File: src/shared/vok_defs.svh
// Register indices, field positions, reset values and mode codes of the
// overlay key and capture window block. Assumes inclusion by bare name.
`ifndef VOK_DEFS_SVH
`define VOK_DEFS_SVH

// Indices of the data port
`define VOK_IDX_VKEY_BY_LOW 8'h9A
`define VOK_IDX_VKEY_GU_LOW 8'h9B
`define VOK_IDX_VKEY_RV_LOW 8'h9C
`define VOK_IDX_VIDEO_MISC3 8'h9D
`define VOK_IDX_GKEY_B_HIGH 8'hA1
`define VOK_IDX_GKEY_G_HIGH 8'hA2
`define VOK_IDX_GKEY_R_HIGH 8'hA3
`define VOK_IDX_VKEY_BY_HIGH 8'hA4
`define VOK_IDX_VKEY_GU_HIGH 8'hA5
`define VOK_IDX_VKEY_RV_HIGH 8'hA6
`define VOK_IDX_GFX_WEIGHT 8'hA7
`define VOK_IDX_VID_WEIGHT 8'hA8
`define VOK_IDX_MODE 8'hA9
`define VOK_IDX_LEFT_LOW 8'hAA
`define VOK_IDX_RIGHT_LOW 8'hAB
`define VOK_IDX_TOP_LOW 8'hAC
`define VOK_IDX_BOTTOM_LOW 8'hAD
`define VOK_IDX_H_OVERFLOW 8'hAE
`define VOK_IDX_V_OVERFLOW 8'hAF

// Reset value of every register
`define VOK_REG_RESET 8'h00

// Field positions
`define VOK_KEY_FMT_BIT 2
`define VOK_MODE_MSB 3
`define VOK_WEIGHT_MSB 7
`define VOK_WEIGHT_LSB 5
`define VOK_HOVF_END_MSB 6
`define VOK_HOVF_END_LSB 4
`define VOK_HOVF_START_MSB 2
`define VOK_VOVF_END_MSB 3
`define VOK_VOVF_END_LSB 2
`define VOK_VOVF_START_MSB 1
`define VOK_HOVF_MASK 8'h77
`define VOK_MODE_MASK 8'h0F

// Blend scale shift for 3-bit weights
`define VOK_BLEND_SHIFT 3

// Overlay mode codes
`define VOK_MODE_GFX 4'h0
`define VOK_MODE_AND 4'h1
`define VOK_MODE_C_NCH 4'h2
`define VOK_MODE_C 4'h3
`define VOK_MODE_NC_CH 4'h4
`define VOK_MODE_CH 4'h5
`define VOK_MODE_XOR 4'h6
`define VOK_MODE_OR 4'h7
`define VOK_MODE_NOR 4'h8
`define VOK_MODE_XNOR 4'h9
`define VOK_MODE_NCH_A 4'hA
`define VOK_MODE_C_OR_NCH 4'hB
`define VOK_MODE_NCH_B 4'hC
`define VOK_MODE_NC_OR_CH 4'hD
`define VOK_MODE_NAND 4'hE
`define VOK_MODE_BLEND 4'hF

// Graphics colour depth codes
`define VOK_DEPTH_8 2'h0
`define VOK_DEPTH_16 2'h1
`define VOK_DEPTH_24 2'h2

`endif

File: src/shared/vok_pkg.sv
// Types of the overlay key and capture window block.
// Assumes vok_defs.svh for numeric constants other than the capture state codes.
package vok_pkg;

  typedef struct packed {
    logic [7:0] r;
    logic [7:0] g;
    logic [7:0] b;
  } vok_rgb_t;

  typedef struct packed {
    logic sel_data;
    logic wr;
    logic rd;
    logic [7:0] wdata;
  } vok_io_req_t;

  typedef enum logic [1:0] {
    VOK_CAP_WAIT_FRAME = 2'h0,
    VOK_CAP_IN_FRAME = 2'h1
  } vok_cap_state_t;

  typedef struct packed {
    logic [7:0] vkey_by_low;
    logic [7:0] vkey_gu_low;
    logic [7:0] vkey_rv_low;
    logic [7:0] video_misc3;
    logic [7:0] graphics_key_blue_high;
    logic [7:0] graphics_key_green_high;
    logic [7:0] graphics_key_red_high;
    logic [7:0] video_key_blue_luma_high;
    logic [7:0] video_key_green_u_high;
    logic [7:0] video_key_red_v_high;
    logic [7:0] graphics_blend_weight;
    logic [7:0] video_blend_weight;
    logic [7:0] overlay_select_mode;
    logic [7:0] capture_left_bound_low;
    logic [7:0] capture_right_bound_low;
    logic [7:0] capture_top_bound_low;
    logic [7:0] capture_bottom_bound_low;
    logic [7:0] capture_h_overflow;
    logic [7:0] capture_v_overflow;
  } vok_regs_t;

  typedef struct packed {
    vok_regs_t regs;
    logic [7:0] io_index;
    logic [7:0] io_rdata;
    logic [2:0] pin_s1;
    logic [2:0] pin_s2;
    logic [15:0] data_s1;
    logic [15:0] data_s2;
    logic vclk_d;
    logic vsync_d;
    logic blank_n_d;
    logic [10:0] hcnt;
    logic [9:0] vcnt;
    vok_cap_state_t cap_state;
    logic cap_valid;
    logic [15:0] cap_data;
    logic cap_window;
    vok_rgb_t mix_pix;
  } vok_state_t;

endpackage : vok_pkg

File: src/logic/vok_overlay_capture.sv
// Overlay key mixer and capture window of the video unit.
// Assumes host I/O requests and pixel streams are synchronous to mclk_i;
// the video decoder pins come from their own clock and are synchronised.
`timescale 1ns/1ps

`include "vok_defs.svh"

module vok_overlay_capture
  import vok_pkg::*;
#(
  parameter int HCNT_W = 11,
  parameter int VCNT_W = 10,
  parameter int DATA_W = 16
) (
  // Clock and reset
  input wire logic mclk_i,
  input wire logic reset_n_i,
  // Host indexed I/O port
  input wire vok_io_req_t io_req_i,
  output logic [7:0] io_rdata_o,
  // Graphics colour depth and colour key low value
  input wire logic [1:0] color_depth_i,
  input wire logic [23:0] graphics_key_low_i,
  // Pixel streams to and from the mixer
  input wire vok_rgb_t gfx_pix_i,
  input wire vok_rgb_t video_pix_i,
  output vok_rgb_t mix_pix_o,
  // Video decoder pins
  input wire logic vid_clk_i,
  input wire logic vid_blank_n_i,
  input wire logic video_in_vertical_sync_i,
  input wire logic [DATA_W-1:0] vid_data_i,
  // Captured stream
  output logic capture_valid_o,
  output logic [DATA_W-1:0] capture_data_o,
  output logic capture_window_o
);

  localparam int PIN_VCLK = 0;
  localparam int PIN_BLANK = 1;
  localparam int PIN_VSYNC = 2;

  vok_state_t st_reg;
  vok_state_t st_next;

  // Graphics value against colour key, width set by depth
  function automatic logic color_key_hit(
    input logic [23:0] pix,
    input logic [23:0] low,
    input logic [23:0] high,
    input logic [1:0] depth
  );
    logic [23:0] mask;
    logic [23:0] p;
    logic [23:0] l;
    logic [23:0] h;
    case (depth)
      `VOK_DEPTH_8: mask = 24'h0000FF;
      `VOK_DEPTH_16: mask = 24'h00FFFF;
      default: mask = 24'hFFFFFF;
    endcase
    // Masked bytes never reach the compare
    p = pix & mask;
    l = low & mask;
    h = high & mask;
    color_key_hit = (p >= l) && (p <= h);
  endfunction : color_key_hit

  // One component within an inclusive range
  function automatic logic in_range8(
    input logic [7:0] v,
    input logic [7:0] low,
    input logic [7:0] high
  );
    in_range8 = (v >= low) && (v <= high);
  endfunction : in_range8

  // Weighted sum of one component, saturated to a byte
  function automatic logic [7:0] blend8(
    input logic [7:0] g,
    input logic [7:0] v,
    input logic [2:0] gw,
    input logic [2:0] vw
  );
    logic [11:0] sum;
    logic [11:0] scaled;
    // Worst case 2 * 255 * 7 still fits twelve bits
    sum = 12'(g) * 12'(gw)
        + 12'(v) * 12'(vw);
    scaled = sum >> `VOK_BLEND_SHIFT;
    blend8 = (scaled > 12'h0FF) ? 8'hFF : scaled[7:0];
  endfunction : blend8

  // Blend select for each overlay mode
  function automatic logic mode_pick(
    input logic [3:0] mode,
    input logic ck,
    input logic ch
  );
    case (mode)
      `VOK_MODE_GFX: mode_pick = 1'b0;
      `VOK_MODE_AND: mode_pick = ck & ch;
      `VOK_MODE_C_NCH: mode_pick = ck & ~ch;
      `VOK_MODE_C: mode_pick = ck;
      `VOK_MODE_NC_CH: mode_pick = ~ck & ch;
      `VOK_MODE_CH: mode_pick = ch;
      `VOK_MODE_XOR: mode_pick = ck ^ ch;
      `VOK_MODE_OR: mode_pick = ck | ch;
      `VOK_MODE_NOR: mode_pick = ~ck & ~ch;
      `VOK_MODE_XNOR: mode_pick = ~(ck ^ ch);
      `VOK_MODE_NCH_A: mode_pick = ~ch;
      `VOK_MODE_C_OR_NCH: mode_pick = ck | ~ch;
      `VOK_MODE_NCH_B: mode_pick = ~ch;
      `VOK_MODE_NC_OR_CH: mode_pick = ~ck | ch;
      `VOK_MODE_NAND: mode_pick = ~ck | ~ch;
      `VOK_MODE_BLEND: mode_pick = 1'b1;
      default: mode_pick = 1'b0;
    endcase
  endfunction : mode_pick

  // Key flags, blend and window bounds
  logic color_key;
  logic chroma_key;
  logic [2:0] gfx_w;
  logic [2:0] vid_w;
  logic [3:0] mode;
  logic [23:0] gkey_high;
  vok_rgb_t blended;
  logic [HCNT_W-1:0] h_start;
  logic [HCNT_W-1:0] h_end;
  logic [VCNT_W-1:0] v_start;
  logic [VCNT_W-1:0] v_end;

  always_comb begin
    gkey_high = {st_reg.regs.graphics_key_red_high,
                 st_reg.regs.graphics_key_green_high,
                 st_reg.regs.graphics_key_blue_high};
    color_key = color_key_hit(gfx_pix_i, graphics_key_low_i, gkey_high,
                              color_depth_i);
    // Same byte lanes serve RGB and YUV; only their meaning changes
    chroma_key = in_range8(video_pix_i.b, st_reg.regs.vkey_by_low,
                           st_reg.regs.video_key_blue_luma_high)
               & in_range8(video_pix_i.g, st_reg.regs.vkey_gu_low,
                           st_reg.regs.video_key_green_u_high)
               & in_range8(video_pix_i.r, st_reg.regs.vkey_rv_low,
                           st_reg.regs.video_key_red_v_high);
    gfx_w = st_reg.regs.graphics_blend_weight[`VOK_WEIGHT_MSB:`VOK_WEIGHT_LSB];
    vid_w = st_reg.regs.video_blend_weight[`VOK_WEIGHT_MSB:`VOK_WEIGHT_LSB];
    mode = st_reg.regs.overlay_select_mode[`VOK_MODE_MSB:0];
    blended.r = blend8(gfx_pix_i.r, video_pix_i.r, gfx_w, vid_w);
    blended.g = blend8(gfx_pix_i.g, video_pix_i.g, gfx_w, vid_w);
    blended.b = blend8(gfx_pix_i.b, video_pix_i.b, gfx_w, vid_w);
    h_start = {st_reg.regs.capture_h_overflow[`VOK_HOVF_START_MSB:0],
               st_reg.regs.capture_left_bound_low};
    h_end = {st_reg.regs.capture_h_overflow[`VOK_HOVF_END_MSB:`VOK_HOVF_END_LSB],
             st_reg.regs.capture_right_bound_low};
    v_start = {st_reg.regs.capture_v_overflow[`VOK_VOVF_START_MSB:0],
               st_reg.regs.capture_top_bound_low};
    v_end = {st_reg.regs.capture_v_overflow[`VOK_VOVF_END_MSB:`VOK_VOVF_END_LSB],
             st_reg.regs.capture_bottom_bound_low};
  end

  // Register read decode
  function automatic logic [7:0] reg_read(
    input vok_regs_t r,
    input logic [7:0] idx
  );
    case (idx)
      `VOK_IDX_VKEY_BY_LOW: reg_read = r.vkey_by_low;
      `VOK_IDX_VKEY_GU_LOW: reg_read = r.vkey_gu_low;
      `VOK_IDX_VKEY_RV_LOW: reg_read = r.vkey_rv_low;
      `VOK_IDX_VIDEO_MISC3: reg_read = r.video_misc3;
      `VOK_IDX_GKEY_B_HIGH: reg_read = r.graphics_key_blue_high;
      `VOK_IDX_GKEY_G_HIGH: reg_read = r.graphics_key_green_high;
      `VOK_IDX_GKEY_R_HIGH: reg_read = r.graphics_key_red_high;
      `VOK_IDX_VKEY_BY_HIGH: reg_read = r.video_key_blue_luma_high;
      `VOK_IDX_VKEY_GU_HIGH: reg_read = r.video_key_green_u_high;
      `VOK_IDX_VKEY_RV_HIGH: reg_read = r.video_key_red_v_high;
      `VOK_IDX_GFX_WEIGHT: reg_read = r.graphics_blend_weight;
      `VOK_IDX_VID_WEIGHT: reg_read = r.video_blend_weight;
      `VOK_IDX_MODE: reg_read = r.overlay_select_mode;
      `VOK_IDX_LEFT_LOW: reg_read = r.capture_left_bound_low;
      `VOK_IDX_RIGHT_LOW: reg_read = r.capture_right_bound_low;
      `VOK_IDX_TOP_LOW: reg_read = r.capture_top_bound_low;
      `VOK_IDX_BOTTOM_LOW: reg_read = r.capture_bottom_bound_low;
      `VOK_IDX_H_OVERFLOW: reg_read = r.capture_h_overflow;
      `VOK_IDX_V_OVERFLOW: reg_read = r.capture_v_overflow;
      default: reg_read = 8'h00;
    endcase
  endfunction : reg_read

  // Video clock edge and synchronised pins
  logic vclk_rise;
  logic vsync_rise;
  logic line_end;
  logic blank_n_now;
  logic in_window;

  always_comb begin
    st_next = st_reg;

    // Host port: index write, data write, read of index or data
    if (io_req_i.wr && !io_req_i.sel_data) begin
      st_next.io_index = io_req_i.wdata;
    end
    if (io_req_i.wr && io_req_i.sel_data) begin
      case (st_reg.io_index)
        `VOK_IDX_VKEY_BY_LOW: begin
          st_next.regs.vkey_by_low = io_req_i.wdata;
        end
        `VOK_IDX_VKEY_GU_LOW: begin
          st_next.regs.vkey_gu_low = io_req_i.wdata;
        end
        `VOK_IDX_VKEY_RV_LOW: begin
          st_next.regs.vkey_rv_low = io_req_i.wdata;
        end
        `VOK_IDX_VIDEO_MISC3: begin
          st_next.regs.video_misc3 = io_req_i.wdata;
        end
        `VOK_IDX_GKEY_B_HIGH: begin
          st_next.regs.graphics_key_blue_high = io_req_i.wdata;
        end
        `VOK_IDX_GKEY_G_HIGH: begin
          st_next.regs.graphics_key_green_high = io_req_i.wdata;
        end
        `VOK_IDX_GKEY_R_HIGH: begin
          st_next.regs.graphics_key_red_high = io_req_i.wdata;
        end
        `VOK_IDX_VKEY_BY_HIGH: begin
          st_next.regs.video_key_blue_luma_high = io_req_i.wdata;
        end
        `VOK_IDX_VKEY_GU_HIGH: begin
          st_next.regs.video_key_green_u_high = io_req_i.wdata;
        end
        `VOK_IDX_VKEY_RV_HIGH: begin
          st_next.regs.video_key_red_v_high = io_req_i.wdata;
        end
        `VOK_IDX_GFX_WEIGHT: begin
          st_next.regs.graphics_blend_weight = io_req_i.wdata;
        end
        `VOK_IDX_VID_WEIGHT: begin
          st_next.regs.video_blend_weight = io_req_i.wdata;
        end
        `VOK_IDX_MODE: begin
          // Reserved bits dropped, so they read back as zero
          st_next.regs.overlay_select_mode = io_req_i.wdata & `VOK_MODE_MASK;
        end
        `VOK_IDX_LEFT_LOW: begin
          st_next.regs.capture_left_bound_low = io_req_i.wdata;
        end
        `VOK_IDX_RIGHT_LOW: begin
          st_next.regs.capture_right_bound_low = io_req_i.wdata;
        end
        `VOK_IDX_TOP_LOW: begin
          st_next.regs.capture_top_bound_low = io_req_i.wdata;
        end
        `VOK_IDX_BOTTOM_LOW: begin
          st_next.regs.capture_bottom_bound_low = io_req_i.wdata;
        end
        `VOK_IDX_H_OVERFLOW: begin
          st_next.regs.capture_h_overflow = io_req_i.wdata & `VOK_HOVF_MASK;
        end
        `VOK_IDX_V_OVERFLOW: begin
          st_next.regs.capture_v_overflow = io_req_i.wdata;
        end
        default: st_next.regs = st_reg.regs;
      endcase
    end
    // Reads see the value from before any write of the same cycle
    if (io_req_i.rd) begin
      st_next.io_rdata = io_req_i.sel_data ? reg_read(st_reg.regs, st_reg.io_index)
                                           : st_reg.io_index;
    end

    // Mixer output, one pixel per clock
    st_next.mix_pix = mode_pick(mode, color_key, chroma_key) ? blended
                                                           : gfx_pix_i;

    // Two-stage synchronisers for the decoder pins
    st_next.pin_s1 = {video_in_vertical_sync_i, vid_blank_n_i, vid_clk_i};
    st_next.pin_s2 = st_reg.pin_s1;
    // Data sampled with the pins, so it is settled at the clock edge
    st_next.data_s1 = vid_data_i;
    st_next.data_s2 = st_reg.data_s1;
    st_next.vclk_d = st_reg.pin_s2[PIN_VCLK];

    vclk_rise = st_reg.pin_s2[PIN_VCLK] & ~st_reg.vclk_d;
    blank_n_now = st_reg.pin_s2[PIN_BLANK];
    vsync_rise = st_reg.pin_s2[PIN_VSYNC] & ~st_reg.vsync_d;
    line_end = st_reg.blank_n_d & ~blank_n_now;
    // Bounds test uses the counts from before this edge's update
    in_window = (st_reg.hcnt >= h_start) && (st_reg.vcnt >= v_start)
              && !((st_reg.hcnt >= h_end) || (st_reg.vcnt >= v_end));

    st_next.cap_valid = 1'b0;
    if (vclk_rise) begin
      st_next.vsync_d = st_reg.pin_s2[PIN_VSYNC];
      st_next.blank_n_d = blank_n_now;
      // Horizontal counter holds at zero during blanking
      // Saturates rather than wraps, so a long line cannot re-enter
      if (!blank_n_now) begin
        st_next.hcnt = '0;
      end else if (st_reg.hcnt != '1) begin
        st_next.hcnt = st_reg.hcnt + 1'b1;
      end

      // Lines counted as blanking starts, at the falling edge of vid_blank_n_i
      if (vsync_rise) begin
        st_next.vcnt = '0;
      end else if (line_end && st_reg.vcnt != '1) begin
        st_next.vcnt = st_reg.vcnt + 1'b1;
      end

      case (st_reg.cap_state)
        VOK_CAP_WAIT_FRAME: begin
          // Nothing captured before the first frame start
          if (vsync_rise) begin
            st_next.cap_state = VOK_CAP_IN_FRAME;
          end
          st_next.cap_window = 1'b0;
        end
        VOK_CAP_IN_FRAME: begin
          st_next.cap_window = in_window && blank_n_now;
          if (in_window && blank_n_now && !vsync_rise) begin
            st_next.cap_valid = 1'b1;
            st_next.cap_data = st_reg.data_s2;
          end
        end
        default: st_next.cap_state = VOK_CAP_WAIT_FRAME;
      endcase
    end
  end

  always_ff @(posedge mclk_i or negedge reset_n_i) begin
    if (!reset_n_i) begin
      st_reg <= '0;
      // Every register comes up at its reset value
      st_reg.regs <= {$bits(vok_regs_t)/8{`VOK_REG_RESET}};
      st_reg.cap_state <= VOK_CAP_WAIT_FRAME;
    end else begin
      st_reg <= st_next;
    end
  end

  assign io_rdata_o = st_reg.io_rdata;
  assign mix_pix_o = st_reg.mix_pix;
  assign capture_valid_o = st_reg.cap_valid;
  assign capture_data_o = st_reg.cap_data;
  assign capture_window_o = st_reg.cap_window;

endmodule : vok_overlay_capture

File: config.mk
export PLATFORM = sky130hd
export DESIGN_NAME = vok_overlay_capture
export DESIGN_NICKNAME = d
export VERILOG_FILES = /design/src/shared/vok_pkg.sv /design/src/logic/vok_overlay_capture.sv
export VERILOG_INCLUDE_DIRS = /design/src /design/src/shared
export SDC_FILE = /design/constraint.sdc
export NUM_CORES = 1
export LEC_CHECK = 0
export ABC_AREA = 1
export BUFFER_PORTS_ARGS = -buffer_cell sky130_fd_sc_hd__buf_2
export CAP_MARGIN = 20
export CELL_PAD_IN_SITES_DETAIL_PLACEMENT = 1
export CELL_PAD_IN_SITES_GLOBAL_PLACEMENT = 2
export CORE_AREA = 2 2 227 252
export DETAILED_ROUTE_END_ITERATION = 7
export DIE_AREA = 0 0 229 254
export PLACE_DENSITY_LB_ADDON = 0.1
export SYNTH_ARGS = -nofsm -noshare
export SYNTH_HDL_FRONTEND = slang
export SYNTH_SLANG_ARGS = --single-unit
File: constraint.sdc
create_clock -name mclk_i -period 5.8 [get_ports mclk_i]
set_clock_uncertainty 0.1 [all_clocks]
set_input_delay 0.87 -clock mclk_i [delete_from_list [all_inputs] [get_ports mclk_i]]
set_output_delay 0.87 -clock mclk_i [all_outputs]
set_load 0.01 [all_outputs]
==> flow_metrics.py <==
metrics = {
    "synth": {
        "syn_area_per_cell_sq_um": 7.71,
        "yosys_warnings": 0,
        "netlist_area_sq_um": 19800,
        "synth_area_leaders": "dfrtp_1 (34%), nand2_1 (14%), ha_1 (11%)",
        "synth_top_cell_by_area": "dfrtp_1",
        "synth_edf_count": 0,
        "synth_xor_area_share_pct": 0.839,
        "synth_seq_area_share_pct": 33.7,
        "synth_adder_area_share_pct": 20.1,
        "syn_inst": 2573,
        "synth_top_family_by_area": "simple AND/OR/NAND/NOR gates",
        "synth_mux_area_share_pct": 0,
        "synth_top_area_share_pct": 33.7,
        "synth-main-ff-cell": "dfrtp_1",
        "ys_types": 56,
        "synth_seq_cells": 267,
        "synthArstFlopShare_pct": 100,
        "yosys.area_share.simple_pct": 21.7,
        "synth-compound-area-share_pct": 10.8,
        "synth_fp_nets": 2945,
    },
    "cts": {
        "h-tree-depth": 2,
        "root_buffer": "clkbuf_16",
        "clockBufferDepth": 3,
        "clk_pin_slew_ns": 0.07,
        "cts_resized": 0,
        "post_cts_buffers": 0,
        "cts_tree": "built",
        "clkLatencyLatePin_ns": 0.57,
        "clock-sinks": 267,
        "cts_inserted_buffers": 34,
        "hold_buffers": 0,
    },
    "worst_setup_path": {
        "start_kind": "register",
        "cpLargestDelayFamily": "adder cells",
        "cp_cell_sequence": "nand2_1 > fa_1 > fa_1 > inv_1 > fa_1 > nand4_1 > or2_1 > fa_1 > inv_1 > nand3_1 > nand2_1 > a21oi_1 > o21bai_1 > nand2_1 > nand2_1 > a21oi_1 > xor2_1 > nand2_1 > nand2_1 > nand2_1",
        "endpoint_kind": "register",
        "cp_common_cell": "nand2_1",
        "crit_path_max_fanout": 19,
        "cp_num_buf_inv": 2,
        "critPathArrivalTime_ns": 5.34,
        "cp_slowest_cell": "dfrtp_1",
        "crit_required_ns": 6.15,
        "critPathKind": "reg2reg",
        "max_stage_delay_ns": 0.96,
    },
    "layout": {
        "n_antenna_cell": 0,
        "nNetsFinal": 3042,
        "largest_register_ffs": 143,
        "syn2layout_area_growth_pct": 12.3,
        "drive_above_1_share_pct": 11.3,
    },
    "detailed_routing": {
        "drc": 0,
        "dr.pass1.iters": 5,
        "num_vias": 16900,
        "drt-vias-per-instance": 4.93,
        "routed_wl_um": 68900,
        "drt_iter0_drc": 684,
        "ant_nets": 0,
        "avgRoutedWirePerCell_um": 20.0,
    },
    "global_routing": {
        "grt.overflow.total": 0,
        "antenna_found_initial": 0,
        "grt_busiest_layer": "met2",
        "grt_use_met1_pct": 28.1,
        "track_usage_pct": 24.0,
        "gr-usage-met2_pct": 44.8,
        "grt_max_degree": 112,
        "grt_first_pass_wirelength_um": 107000,
        "grt_pass1_vias": 18300,
        "grt_util_met3_pct": 2.54,
    },
    "outcome": {
        "outcome": "complete, no violations",
    },
    "timing": {
        "setup-violations-final": 0,
        "period_share_pct": 86.0,
        "rsz0062_at_grt": "no",
        "finalMaxSlewViolations": 0,
        "hold_viol": 0,
        "slew_headroom_pct": 25.8,
        "tightest_slew_ns": 1.11,
        "tns_ns": 0,
        "timing.fmax_mhz": 200,
        "period_minus_slack_ns": 4.99,
    },
    "worst_hold_path": {
        "hp-class": "in2async",
    },
    "floorplanning": {
        "rows": 91,
        "die_h_um": 254,
        "core_sq_um": 55600,
        "die_w_um": 229,
        "boundaryPins": 156,
        "die-area_sq_um": 58200,
        "start_util_pct": 35.7,
    },
    "pwr": {
        "power_density_nw_per_um2": 238,
        "p_leak_nw": 12.3,
        "peakVddDrop_mv": 0.229,
        "power_mw": 5.31,
    },
    "placed_design": {
        "gp_congestion": 0.863,
        "dp_hpwl_um": 54300,
        "port_buffers": 155,
    },
    "flow_run": {
        "cap_violations": 0,
    },
}
## path summary, 6_finish.rpt
| check | slack [ns] | start | depth (start not counted) | end |
|---|---|---|---|---|
| max | 0.81 | st_reg[185] | 20 | mix_pix_o[23] |
| min | 0.06 | reset_n_i | 1 | mix_pix_o[22] |
| max reg2reg | 0.81 | st_reg[185] | 20 | mix_pix_o[23] |
| min reg2reg | 0.25 | st_next[101] | 0 | blank_n_now |
| max in group asynchronous | 4.37 | reset_n_i | 2 | st_next[68] |
| min in group mclk_i | 0.25 | st_next[101] | 0 | blank_n_now |
## cell usage after synthesis, types with 3 or more instances
| master | n |
|---|---|
| o21ai_0 | 133 |
| nand2_4 | 4 |
| o21ai_1 | 67 |
| nand2_1 | 719 |
| xor2_1 | 6 |
| nand3_2 | 4 |
| ha_1 | 179 |
| o21bai_1 | 7 |
| clkinv_1 | 3 |
| nand2_2 | 11 |
| fa_1 | 87 |
| inv_1 | 473 |
| buf_2 | 17 |
| nor3_1 | 15 |
| nor2_4 | 7 |
| dfrtp_1 | 267 |
| a21o_1 | 8 |
| o221ai_1 | 5 |
| nor2_1 | 113 |
| nor2_2 | 7 |
| a211oi_1 | 6 |
| buf_4 | 49 |
| nand4_1 | 54 |
| nand3_1 | 68 |
| xnor2_1 | 13 |
| inv_2 | 31 |
| o22ai_1 | 24 |
| buf_6 | 4 |
| nor4_1 | 9 |
| o21a_1 | 9 |
| a221oi_1 | 5 |
| clkbuf_1 | 40 |
| a21oi_1 | 99 |
## cells in the final DEF, fill, tap and decap left out, types with 3 or more instances in the layout
cell type | netlist | routed
xor2_1 | 6 | 6
a221oi_1 | 5 | 5
o21ai_1 | 67 | 67
nor3_1 | 15 | 15
a211oi_1 | 6 | 6
inv_1 | 473 | 473
clkinv_1 | 3 | 3
xnor2_1 | 13 | 13
clkinvlp_4 | 0 | 4
nand3_2 | 4 | 4
nand3_1 | 68 | 68
bufinv_16 | 0 | 6
o21a_1 | 9 | 9
o221ai_1 | 5 | 5
clkbuf_16 | 0 | 34
o21ai_0 | 133 | 133
o22ai_1 | 24 | 24
buf_4 | 49 | 16
nand2_2 | 11 | 11
ha_1 | 179 | 179
fa_1 | 87 | 87
inv_2 | 31 | 31
nand2_4 | 4 | 4
a21o_1 | 8 | 8
nor4_1 | 9 | 9
clkinv_2 | 0 | 3
a21oi_1 | 99 | 99
nor2_2 | 7 | 7
nor2_4 | 7 | 7
clkbuf_1 | 40 | 5
o21bai_1 | 7 | 7
nand2_1 | 719 | 719
nor2_1 | 113 | 113
clkbuf_8 | 0 | 4
dfrtp_1 | 267 | 267
buf_2 | 17 | 154
nand4_1 | 54 | 54
## layout make-up
cell class,count,area [sq um]
clock inverter,17,314
clock buffer,43,925
multi-input combinational,1687,10600
inverter,508,1910
tap,744,931
sequential,267,6680
fill,6886,33300
timing repair buffer,172,926
## per-stage QoR
| step | cell area, sq um | utilization [%] | std cells | hold WS (ns) | worst slack (ns) |
|---|---|---|---|---|---|
| floorplan | 19800 | - | 2573 | 0.231 | 1.41 |
| global placement | 21000 | 37.9 | 3378 | 0.232 | 0.881 |
| detailed placement | 21000 | 37.9 | 3378 | 0.236 | 0.811 |
| CTS | 22300 | 40.1 | 3438 | 0.0489 | 0.796 |
| global route | 22300 | 40.1 | 3438 | 0.0602 | 0.491 |
| finish | 22300 | 40.1 | 3438 | 0.0645 | 0.812 |
## power by group
group / total, mW / internal (mW) / leakage [nW] / switching, mW
clock: 2.37 / 1.42 / 0.588 / 0.943
combinational: 0.900 / 0.307 / 8.21 / 0.593
sequential: 2.04 / 1.96 / 3.48 / 0.0835
total: 5.31 / 3.69 / 12.3 / 1.62
## cell families after synthesis
logic type	after synthesis
buffers and inverters	619
AND/OR/NAND/NOR	1019
flip-flops	267
AO/OA/AOI/OAI	383
adder cells (fa/ha/maj)	266
XOR/XNOR	19
## per-layer routing
layer / up-vias / part of all wire, %
li1: 8245 / -
met1: 8362 / 41
met2: 217 / 52
met3: 109 / 2.1
met4: 0 / 4.2
met5: - / 0
## worst register-to-register path: stages (launching register included)
cell and delay (ns):
dfrtp_1 0.96, nand2_1 0.20, fa_1 0.57, fa_1 0.55
inv_1 0.05, fa_1 0.54, nand4_1 0.09, or2_1 0.28
fa_1 0.41, inv_1 0.09, nand3_1 0.07, nand2_1 0.11
a21oi_1 0.07, o21bai_1 0.20, nand2_1 0.07, nand2_1 0.07
a21oi_1 0.08, xor2_1 0.15, nand2_1 0.06, nand2_1 0.07
nand2_1 0.07
(Power assumes the default switching activity.)
